==> src/core/pba_pkg.sv <==
// Purpose: shared constants and types for the bridge bus arbitration block
// Assumes: one clock (mclk), active-low asynchronous reset
// Notes:   secondary side has the bridge plus four external masters
`default_nettype none
package pba_pkg;
	localparam int NUM_EXT        = 4;
	localparam int NUM_MASTERS    = 5;
	localparam int BRIDGE_IDX     = 4;
	localparam int IDX_W          = 3;
	localparam int AD_W           = 32;
	localparam int CBE_W          = 4;
	// request backoff after disconnect, retry or abort, in PCI clocks
	localparam logic [1:0] BACKOFF_CYCLES = 2'h2;
	localparam logic [4:0] TIER_RESET     = 5'h10;
	localparam logic [2:0] LAST_RESET     = 3'h4;
	localparam logic [AD_W-1:0]  PARK_AD  = 32'h0000_0000;
	localparam logic [CBE_W-1:0] PARK_CBE = 4'h0;

	typedef enum logic [1:0] {
		PBA_P_IDLE    = 2'b00,
		PBA_P_REQUEST = 2'b01,
		PBA_P_BACKOFF = 2'b10,
		PBA_P_PARKED  = 2'b11
	} pba_pstate_type;
endpackage : pba_pkg
`default_nettype wire

==> src/core/pba_arb_if.sv <==
// Purpose: carries request, tier and grant vectors between top and secondary arbiter
// Assumes: active-high vectors, bit 4 is the bridge
// Notes:   pin polarity is handled in the top module
`default_nettype none
interface pba_arb_if;
	logic [4:0] request;
	logic [4:0] highTier;
	logic       parkOnLast;
	logic       enable;
	logic [4:0] grant;
	modport top (output request, output highTier, output parkOnLast, output enable,
		input grant);
	modport arb (input request, input highTier, input parkOnLast, input enable,
		output grant);
endinterface : pba_arb_if
`default_nettype wire

==> src/core/pba_sec_arbiter.sv <==
// Purpose: two-tier round-robin secondary arbiter with parking
// Assumes: requests are already synchronised, active high
// Notes:   one grant at most, changed only at a clock edge
`default_nettype none
module pba_sec_arbiter (
	// clock and reset
	input  wire logic mclk,
	input  wire logic nrst,
	// arbiter link
	pba_arb_if.arb    arb
);
	logic [4:0] grant;
	logic [2:0] last;
	logic [4:0] next_grant;
	logic [2:0] next_last;

	// round-robin pick among a mask, starting after the last winner
	function automatic logic [3:0] pickRr(input logic [4:0] m, input logic [2:0] after);
		logic [3:0] r;
		logic [2:0] idx;
		r = 4'h0;
		for (int k = 5; k >= 1; k--) begin
			idx = 3'((32'(after) + k) % 5);
			if (m[idx])
				r = {1'b1, idx};
		end
		return r;
	endfunction

	wire [4:0] hiReq  = arb.request & arb.highTier;
	wire [4:0] loReq  = arb.request & ~arb.highTier;
	wire [3:0] hiPick = pickRr(hiReq, last);
	wire [3:0] loPick = pickRr(loReq, last);
	// keep the bus while the owner still requests, so a grant never flips mid-use
	wire       holdIt = |(grant & arb.request);

	always_comb begin
		next_grant = grant;
		next_last  = last;
		if (!arb.enable)
			next_grant = 5'h00;
		else if (holdIt)
			next_grant = grant;
		else if (hiPick[3]) begin
			next_grant = 5'(5'h01 << hiPick[2:0]);
			next_last  = hiPick[2:0];
		end else if (loPick[3]) begin
			next_grant = 5'(5'h01 << loPick[2:0]);
			next_last  = loPick[2:0];
		end else if (arb.parkOnLast)
			next_grant = 5'(5'h01 << last);
		else
			next_grant = 5'(5'h01 << pba_pkg::BRIDGE_IDX);
	end

	always_ff @(posedge mclk or negedge nrst) begin
		if (!nrst) begin
			grant <= 5'h00;
			last  <= pba_pkg::LAST_RESET;
		end else begin
			grant <= next_grant;
			last  <= next_last;
		end
	end

	assign arb.grant = grant;
endmodule : pba_sec_arbiter
`default_nettype wire

==> src/core/pba_bus_arbitration.sv <==
// Purpose: primary request/parking logic and secondary arbiter front end
// Assumes: one PCI clock; queue status and termination flags come from bridge logic
// Notes:   pins are sampled through three flops; strap captured after reset release
//
// Operation
// - request primary bus whenever an upstream transaction must be forwarded
// - keep primary request asserted while posted writes or delayed requests queue
// - after disconnect, retry or abort drop primary request for two clocks
// - when granted, start on first clock after primary bus sampled idle
// - granted without requesting: park address/data, byte enables, parity
// - while parked and granted, may start next clock without requesting
// - without grant never start; request again and wait
// - secondary arbiter serves bridge plus four external masters
// - higher tier wins over lower tier, except that a current owner keeps the bus while it still requests
// - tier of each master is selected by configuration
// - strap low enables internal arbiter, high disables it
// - strap high: request 0 is bridge grant, grant 0 bridge request
// - external arbiter in use: grants 1 to 3 float
// - all secondary pins active low; round-robin tiers, bridge high by default
// - idle secondary bus parks on bridge or last master, by configuration
`default_nettype none
module pba_bus_arbitration (
	// clock and reset
	input  wire logic        mclk,
	input  wire logic        nrst,
	// bridge-side demand
	input  wire logic        upstreamPending,
	input  wire logic        secondaryNeedsBus,
	input  wire logic        primaryTermRetry,
	input  wire logic        primaryTermDisconnect,
	input  wire logic        primaryTermAbort,
	input  wire logic        primaryCycleDone,
	// primary pins
	output logic             primaryRequest_n,
	input  wire logic        primaryGrant_n,
	input  wire logic        primaryFrame_n,
	input  wire logic        primaryIrdy_n,
	output logic             primaryStart,
	output logic             primaryParked,
	output logic [31:0]      primary_addr_data,
	output logic [3:0]       primaryCbe,
	output logic             primary_parity,
	output logic             primaryParkOe_n,
	// secondary pins
	input  wire logic [3:0]  secondary_master_request_n,
	output logic [3:0]       secondary_master_grant_n,
	output logic [3:0]       secondaryGrantOe_n,
	input  wire logic        internal_arbiter_disable_strap,
	// configuration
	input  wire logic [4:0]  tierHigh,
	input  wire logic        parkOnLastMaster,
	// secondary bridge status
	output logic             secondaryBridgeGranted
);
	// ----------------------------------------------------------------
	// pin synchronisers
	// ----------------------------------------------------------------
	logic [2:0] gntSync;
	logic [2:0] idleSync;
	logic [3:0] reqS1, reqS2, reqS3;
	logic [2:0] strapSync;
	logic [2:0] strapFill;
	logic       strapHigh;
	logic       strapTaken;
	logic [3:0] reqClean;
	logic       gntClean;
	logic       idleClean;

	always_ff @(posedge mclk or negedge nrst) begin
		if (!nrst) begin
			// reset contents match the clean flops, so no false grant or request follows reset
			gntSync   <= 3'h0;
			idleSync  <= 3'h7;
			reqS1     <= 4'h0;
			reqS2     <= 4'h0;
			reqS3     <= 4'h0;
			strapSync <= 3'h0;
		end else begin
			gntSync   <= {gntSync[1:0], ~primaryGrant_n};
			idleSync  <= {idleSync[1:0], primaryFrame_n & primaryIrdy_n};
			reqS1     <= ~secondary_master_request_n;
			reqS2     <= reqS1;
			reqS3     <= reqS2;
			strapSync <= {strapSync[1:0], internal_arbiter_disable_strap};
		end
	end

	// a change counts only once stages two and three agree
	always_ff @(posedge mclk or negedge nrst) begin
		if (!nrst) begin
			gntClean  <= 1'b0;
			idleClean <= 1'b1;
			reqClean  <= 4'h0;
		end else begin
			if (gntSync[1] == gntSync[2])
				gntClean <= gntSync[2];
			if (idleSync[1] == idleSync[2])
				idleClean <= idleSync[2];
			for (int i = 0; i < 4; i++)
				if (reqS2[i] == reqS3[i])
					reqClean[i] <= reqS3[i];
		end
	end

	// strap is caught once, after release, when the synchroniser agrees;
	// its reset contents are not the strap, so wait until they are flushed
	always_ff @(posedge mclk or negedge nrst) begin
		if (!nrst) begin
			strapHigh  <= 1'b0;
			strapTaken <= 1'b0;
			strapFill  <= 3'h0;
		end else begin
			strapFill <= {strapFill[1:0], 1'b1};
			if (strapFill[2] && !strapTaken && strapSync[1] == strapSync[2]) begin
				strapHigh  <= strapSync[2];
				strapTaken <= 1'b1;
			end
		end
	end

	// ----------------------------------------------------------------
	// primary request and parking
	// ----------------------------------------------------------------
	pba_pkg::pba_pstate_type pState, next_pState;
	logic [1:0] backoff;
	logic [1:0] next_backoff;
	wire        termBack = primaryTermRetry | primaryTermDisconnect | primaryTermAbort;
	wire        wantReq  = upstreamPending;
	wire        startNow = gntClean & idleClean & wantReq;

	always_comb begin
		next_pState  = pState;
		next_backoff = backoff;
		case (pState)
			pba_pkg::PBA_P_IDLE: begin
				if (gntClean)
					next_pState = pba_pkg::PBA_P_PARKED;
				else if (wantReq)
					next_pState = pba_pkg::PBA_P_REQUEST;
			end
			pba_pkg::PBA_P_REQUEST: begin
				if (termBack) begin
					next_pState  = pba_pkg::PBA_P_BACKOFF;
					next_backoff = pba_pkg::BACKOFF_CYCLES;
				end else if (!wantReq && primaryCycleDone)
					next_pState = pba_pkg::PBA_P_IDLE;
			end
			pba_pkg::PBA_P_BACKOFF: begin
				next_backoff = backoff - 2'h1;
				if (backoff == 2'h1)
					next_pState = wantReq ? pba_pkg::PBA_P_REQUEST : pba_pkg::PBA_P_IDLE;
			end
			pba_pkg::PBA_P_PARKED: begin
				if (!gntClean)
					next_pState = wantReq ? pba_pkg::PBA_P_REQUEST
						: pba_pkg::PBA_P_IDLE;
				else if (wantReq)
					next_pState = pba_pkg::PBA_P_REQUEST;
			end
			default: next_pState = pba_pkg::PBA_P_IDLE;
		endcase
	end

	always_ff @(posedge mclk or negedge nrst) begin
		if (!nrst) begin
			pState  <= pba_pkg::PBA_P_IDLE;
			backoff <= 2'h0;
		end else begin
			pState  <= next_pState;
			backoff <= next_backoff;
		end
	end

	wire reqActive = (pState == pba_pkg::PBA_P_REQUEST);
	wire parkNow   = (pState == pba_pkg::PBA_P_PARKED);

	always_ff @(posedge mclk or negedge nrst) begin
		if (!nrst) begin
			primaryRequest_n  <= 1'b1;
			primaryStart      <= 1'b0;
			primaryParked     <= 1'b0;
			primaryParkOe_n   <= 1'b1;
			primary_addr_data <= pba_pkg::PARK_AD;
			primaryCbe        <= pba_pkg::PARK_CBE;
			primary_parity    <= 1'b0;
		end else begin
			// backoff state keeps request high for exactly two clocks
			primaryRequest_n <= ~(next_pState == pba_pkg::PBA_P_REQUEST);
			// start only while the grant is still seen
			primaryStart     <= (reqActive | parkNow) & startNow;
			primaryParked    <= parkNow;
			primaryParkOe_n  <= ~(parkNow & gntClean);
			primary_addr_data <= pba_pkg::PARK_AD;
			primaryCbe        <= pba_pkg::PARK_CBE;
			primary_parity    <= ^{pba_pkg::PARK_AD, pba_pkg::PARK_CBE};
		end
	end

	// ----------------------------------------------------------------
	// secondary arbitration
	// ----------------------------------------------------------------
	pba_arb_if arbLink ();

	assign arbLink.request    = {secondaryNeedsBus, reqClean};
	assign arbLink.highTier   = tierHigh;
	assign arbLink.parkOnLast = parkOnLastMaster;
	assign arbLink.enable     = strapTaken & ~strapHigh;

	pba_sec_arbiter secArb (
		.mclk (mclk),
		.nrst (nrst),
		.arb  (arbLink.arb)
	);

	// external mode: request 0 is our grant, grant 0 is our request
	always_ff @(posedge mclk or negedge nrst) begin
		if (!nrst) begin
			secondary_master_grant_n <= 4'hf;
			secondaryGrantOe_n       <= 4'hf;
			secondaryBridgeGranted   <= 1'b0;
		end else if (strapHigh) begin
			secondary_master_grant_n <= {3'h7, ~secondaryNeedsBus};
			secondaryGrantOe_n       <= 4'he;
			secondaryBridgeGranted   <= reqClean[0];
		end else begin
			secondary_master_grant_n <= ~arbLink.grant[3:0];
			secondaryGrantOe_n       <= {4{~strapTaken}};
			secondaryBridgeGranted   <= arbLink.grant[pba_pkg::BRIDGE_IDX];
		end
	end
endmodule : pba_bus_arbitration
`default_nettype wire

==> config.mk <==
export PLATFORM = sky130hd
export DESIGN_NAME = pba_bus_arbitration
export DESIGN_NICKNAME = d
export VERILOG_FILES = /design/src/core/pba_pkg.sv /design/src/core/pba_arb_if.sv /design/src/core/pba_sec_arbiter.sv /design/src/core/pba_bus_arbitration.sv
export SDC_FILE = /design/constraint.sdc
export NUM_CORES = 1
export LEC_CHECK = 0
export BUFFER_PORTS_ARGS = -buffer_cell sky130_fd_sc_hd__buf_2
export CAP_MARGIN = 15
export CORE_MARGIN = 2
export CORE_UTILIZATION = 30
export DETAILED_ROUTE_END_ITERATION = 12
export GPL_TIMING_DRIVEN = 0
export PLACE_DENSITY = 0.49
export RECOVER_POWER = 50
export SYNTH_ARGS = -nofsm -noshare
export SYNTH_HDL_FRONTEND = slang
export SYNTH_SLANG_ARGS = --single-unit
==> constraint.sdc <==
create_clock -name mclk -period 6.2 [get_ports mclk]
set_input_delay 1.24 -clock mclk [delete_from_list [all_inputs] [get_ports mclk]]
set_output_delay 1.24 -clock mclk [all_outputs]
set_load 0.1 [all_outputs]
==> flow_summary.json <==
{
  "status": "finished, violations left",
  "violations": "max-capacitance violations, max-slew violations",
  "place_area_mm2": 0.00561,
  "worst_pin_slew_ns": 2.09,
  "seqCellArea_mm2": 0.00139,
  "worstPathArrival_ns": 6.09,
  "slew_violations": 42,
  "cts_buffers": 5,
  "grt_pass1_vias": 4327,
  "worstSetupStartpoint": "secArb.last[0]",
  "die_w_um": 133,
  "place_congestion": 0.948,
  "regToRegEndpoint": "secArb.arb.grant[3]",
  "ys_async_sr_fraction_pct": 100,
  "relSlewSlack_pct": -39.3,
  "rr_startpoint": "secArb.last[0]",
  "period_minus_slack_ns": 5.88,
  "htreeDepth": 2,
  "synth_top_area_cell": "dfrtp_1",
  "dieArea_mm2": 0.0178,
  "path_class": "register to register",
  "clk_pin_slew_worst_paths_ns": 0.07,
  "num_antenna_cells": 0,
  "startpoint_type": "register",
  "grt_pass1_wl_mm": 22.2,
  "io_buffers": 34,
  "clk-insertion-delay-late_ns": 0.29,
  "netlist.area_leader.share_pct": 20.9,
  "end_kind": "register",
  "cts_tree": "built",
  "core_mm2": 0.0165,
  "antenna_found_initial": 0,
  "seq_area_frac_synth_pct": 27.7,
  "dp_hpwl_mm": 11.0,
  "finClkSkew_ns": 0.00483,
  "synth_mux_area_share_pct": 5.35,
  "grt_usage_pct": 15.5,
  "setup_violations": 0,
  "hold_path_depth": 0,
  "min_path_type": "register to register",
  "timing.final.hold_violations": 0,
  "drive_gt1_share_pct": 21.7,
  "via_count": 4597,
  "synthXorXnorAreaFrac_pct": 2.22,
  "syn_inst": 574,
  "grt_overflow": 0,
  "synth-simple-area-share_pct": 20.6,
  "cts_sinks": 55,
  "synth_area_per_cell_um2": 8.76,
  "rsz0062_at_grt": "no",
  "nNetsFinal": 706,
  "hold_buffers": 0,
  "synthDistinctLibCells": 93,
  "drv_cap": 1,
  "pin_count": 72,
  "synth_seq_cells": 55,
  "fmax_ghz": 0.170,
  "antenna_left": 0,
  "rr_worst_depth": 23,
  "yosys_warnings": 0,
  "grt_max_degree": 56,
  "num-fill-cells": 1726,
  "drt-initial-drc-count": 274,
  "synth_top_family_by_area": "compound AO/OA/AOI/OAI gates",
  "cp.required_ns": 6.41,
  "routed_wirelength_mm": 14.1,
  "placementRows": 47,
  "crit_fanout": 11,
  "synth_area_leaders": "dfrtp_1 21%, ha_1 7.5%, dfstp_2 6.8%",
  "wl_per_cell_um": 16.1,
  "multiInputGateArea_mm2": 0.00329,
  "synthAdderAreaFrac_pct": 8.66,
  "drc": 0,
  "worstSetupEndpoint": "secArb.arb.grant[3]",
  "worstPathCellList": "buf_4, buf_4, buf_2, clkbuf_4, inv_1, ha_2, ha_1, nor3_2, nor2_1, xnor2_2, ha_1, nand2b_1, and2_1, clkbuf_1, o21ai_1, o221ai_1, o21ai_0, a22oi_1, o311ai_1, a221oi_2, buf_4, or3_1, a31oi_1",
  "synthToLayoutAreaGrowth_pct": 16.1,
  "die_y_um": 133,
  "synthesis.area_mm2": 0.00503,
  "fin_area_mm2": 0.00583,
  "synth_compound_area_share_pct": 25.0,
  "cpMaxStageDelayCell": "dfrtp_2",
  "synth_edf_count": 0,
  "start_util_pct": 30.5,
  "period_share_pct": 94.8,
  "synth_flop_cell": "dfrtp_1",
  "max_stage_delay_ns": 0.51,
  "clock_path_buffers": 2,
  "reg2reg_slack_ns": 0.32,
  "crit_top_cell": "buf_4",
  "drtPass1Iterations": 6,
  "viasPerCell": 5.25,
  "ctsRootBufferMaster": "clkbuf_16"
}
## layer usage
layer	track usage, %	up-vias	share of wire (%)
met5	0	-	0
met4	4.67	0	1.8
met3	1.79	24	5.4
met2	25.8	160	47
met1	21.2	2205	46
li1	-	2208	-
## Yosys cell counts, types with 10 or more instances
cell type / n
a21oi_1: 27
a31oi_1: 10
nand2_1: 51
ha_1: 30
mux2i_1: 12
o211ai_1: 14
clkbuf_1: 12
buf_4: 42
and2_1: 13
nand3_1: 18
nor3_1: 11
inv_1: 25
nand2b_1: 17
o21ai_0: 23
dfstp_2: 13
dfrtp_1: 42
nor2_1: 27
## cell usage in the layout, fill, tap and decap left out, drive strengths merged, types with 4 or more instances in the layout
cell	netlist	layout
nor2b	4	4
a211oi	5	5
o2111ai	5	5
o21a	4	4
dfstp	13	13
dfrtp	42	42
or2	6	6
a31oi	11	11
nand3	18	18
mux4	4	4
o221ai	7	7
o211a	5	5
o211ai	14	14
nor3	12	12
clkbuf	12	23
buf	50	82
nor3b	5	5
nor2	27	27
a21oi	28	28
nand2b	17	17
a22oi	6	6
nor4	4	4
xnor2	10	10
mux2i	13	13
mux2	4	4
ha	30	30
and4	5	5
a21boi	5	5
nand2	52	52
conb	2	38
o21ai	26	26
o311ai	4	4
a21o	6	6
and2	13	13
nand4	7	7
nand3b	4	4
inv	30	30
maj3	6	6
or3	4	4
## flip-flops by register name (all words and copies together) (netlist names), 2 cells and up
register / flops
backoff: 2
gntSync: 3
idleSync: 3
pState: 2
reqClean: 4
reqS1: 4
reqS2: 4
reqS3: 4
secArb.arb.grant: 5
secArb.last: 3
secondaryGrantOe_n: 2
secondary_master_grant_n: 4
strapFill: 3
strapSync: 3
## worst min-delay path by stage
stage	from	to	slack [ns]
floorplan	gntSync[0]	gntSync[1]	0.33
global route	reqS1[3]	reqS2[3]	0.36
detailed placement	reqS1[3]	reqS2[3]	0.33
CTS	reqS1[3]	reqS2[3]	0.35
global placement	strapFill[1]	strapFill[2]	0.34
finish	reqS1[0]	reqS2[0]	0.35
## what timing repair did
action,CTS,global route
gates resized for setup,3,8
endpoints found under the setup margin,7,8
pin swaps,0,2
buffers inserted,0,2
## kinds of logic (layout without fill, tap and decap cells)
kind of cell               after synthesis  count (layout)
AOI/OAI and AO/OA                      167             167
xor gates and xnor gates                11              11
adders and majority gates               36              36
buffers and inverters                   92             137
DFF                                     55              55
muxes                                   21              21
other                                    2              38
and+or+nand+nor                        190             190
## cell type report
class	instances	share of cell area, %
plain buffers	62	6.97
inverters	30	1.93
clock inverters	2	0.601
clock buffers	6	2.38
flip-flops and latches	55	23.9
well taps	220	4.72
repair buffers	37	3.17
multi-input cells	463	56.3
## per-stage QoR
stage | TNS (ns) | utilization [%] | std cells | worst slack (ns) | hold WS (ns)
2_1_floorplan | 0 | - | 610 | 1.25 | 0.331
3_3_place_gp | -0.347 | 34.1 | 864 | -0.155 | 0.335
3_5_place_dp | -0.332 | 34.1 | 864 | -0.138 | 0.335
4_1_cts | 0 | 35.1 | 872 | 0.0740 | 0.350
5_1_grt | 0 | 35.4 | 875 | 0.0624 | 0.361
6_report | 0 | 35.4 | 875 | 0.320 | 0.349
## critical path, delay by kind of cell (launching register included)
family          cells  cell delay [ns]
compound gates      7             1.54
buf+inv             7             1.50
simple gates        5             1.03
fa+ha+maj           3             0.98
flops               1             0.51
xor+xnor            1             0.21
Power is left out: the tool's default activity adds up to more than one toggle a clock period on the data nets, which glitch-free logic cannot reach.
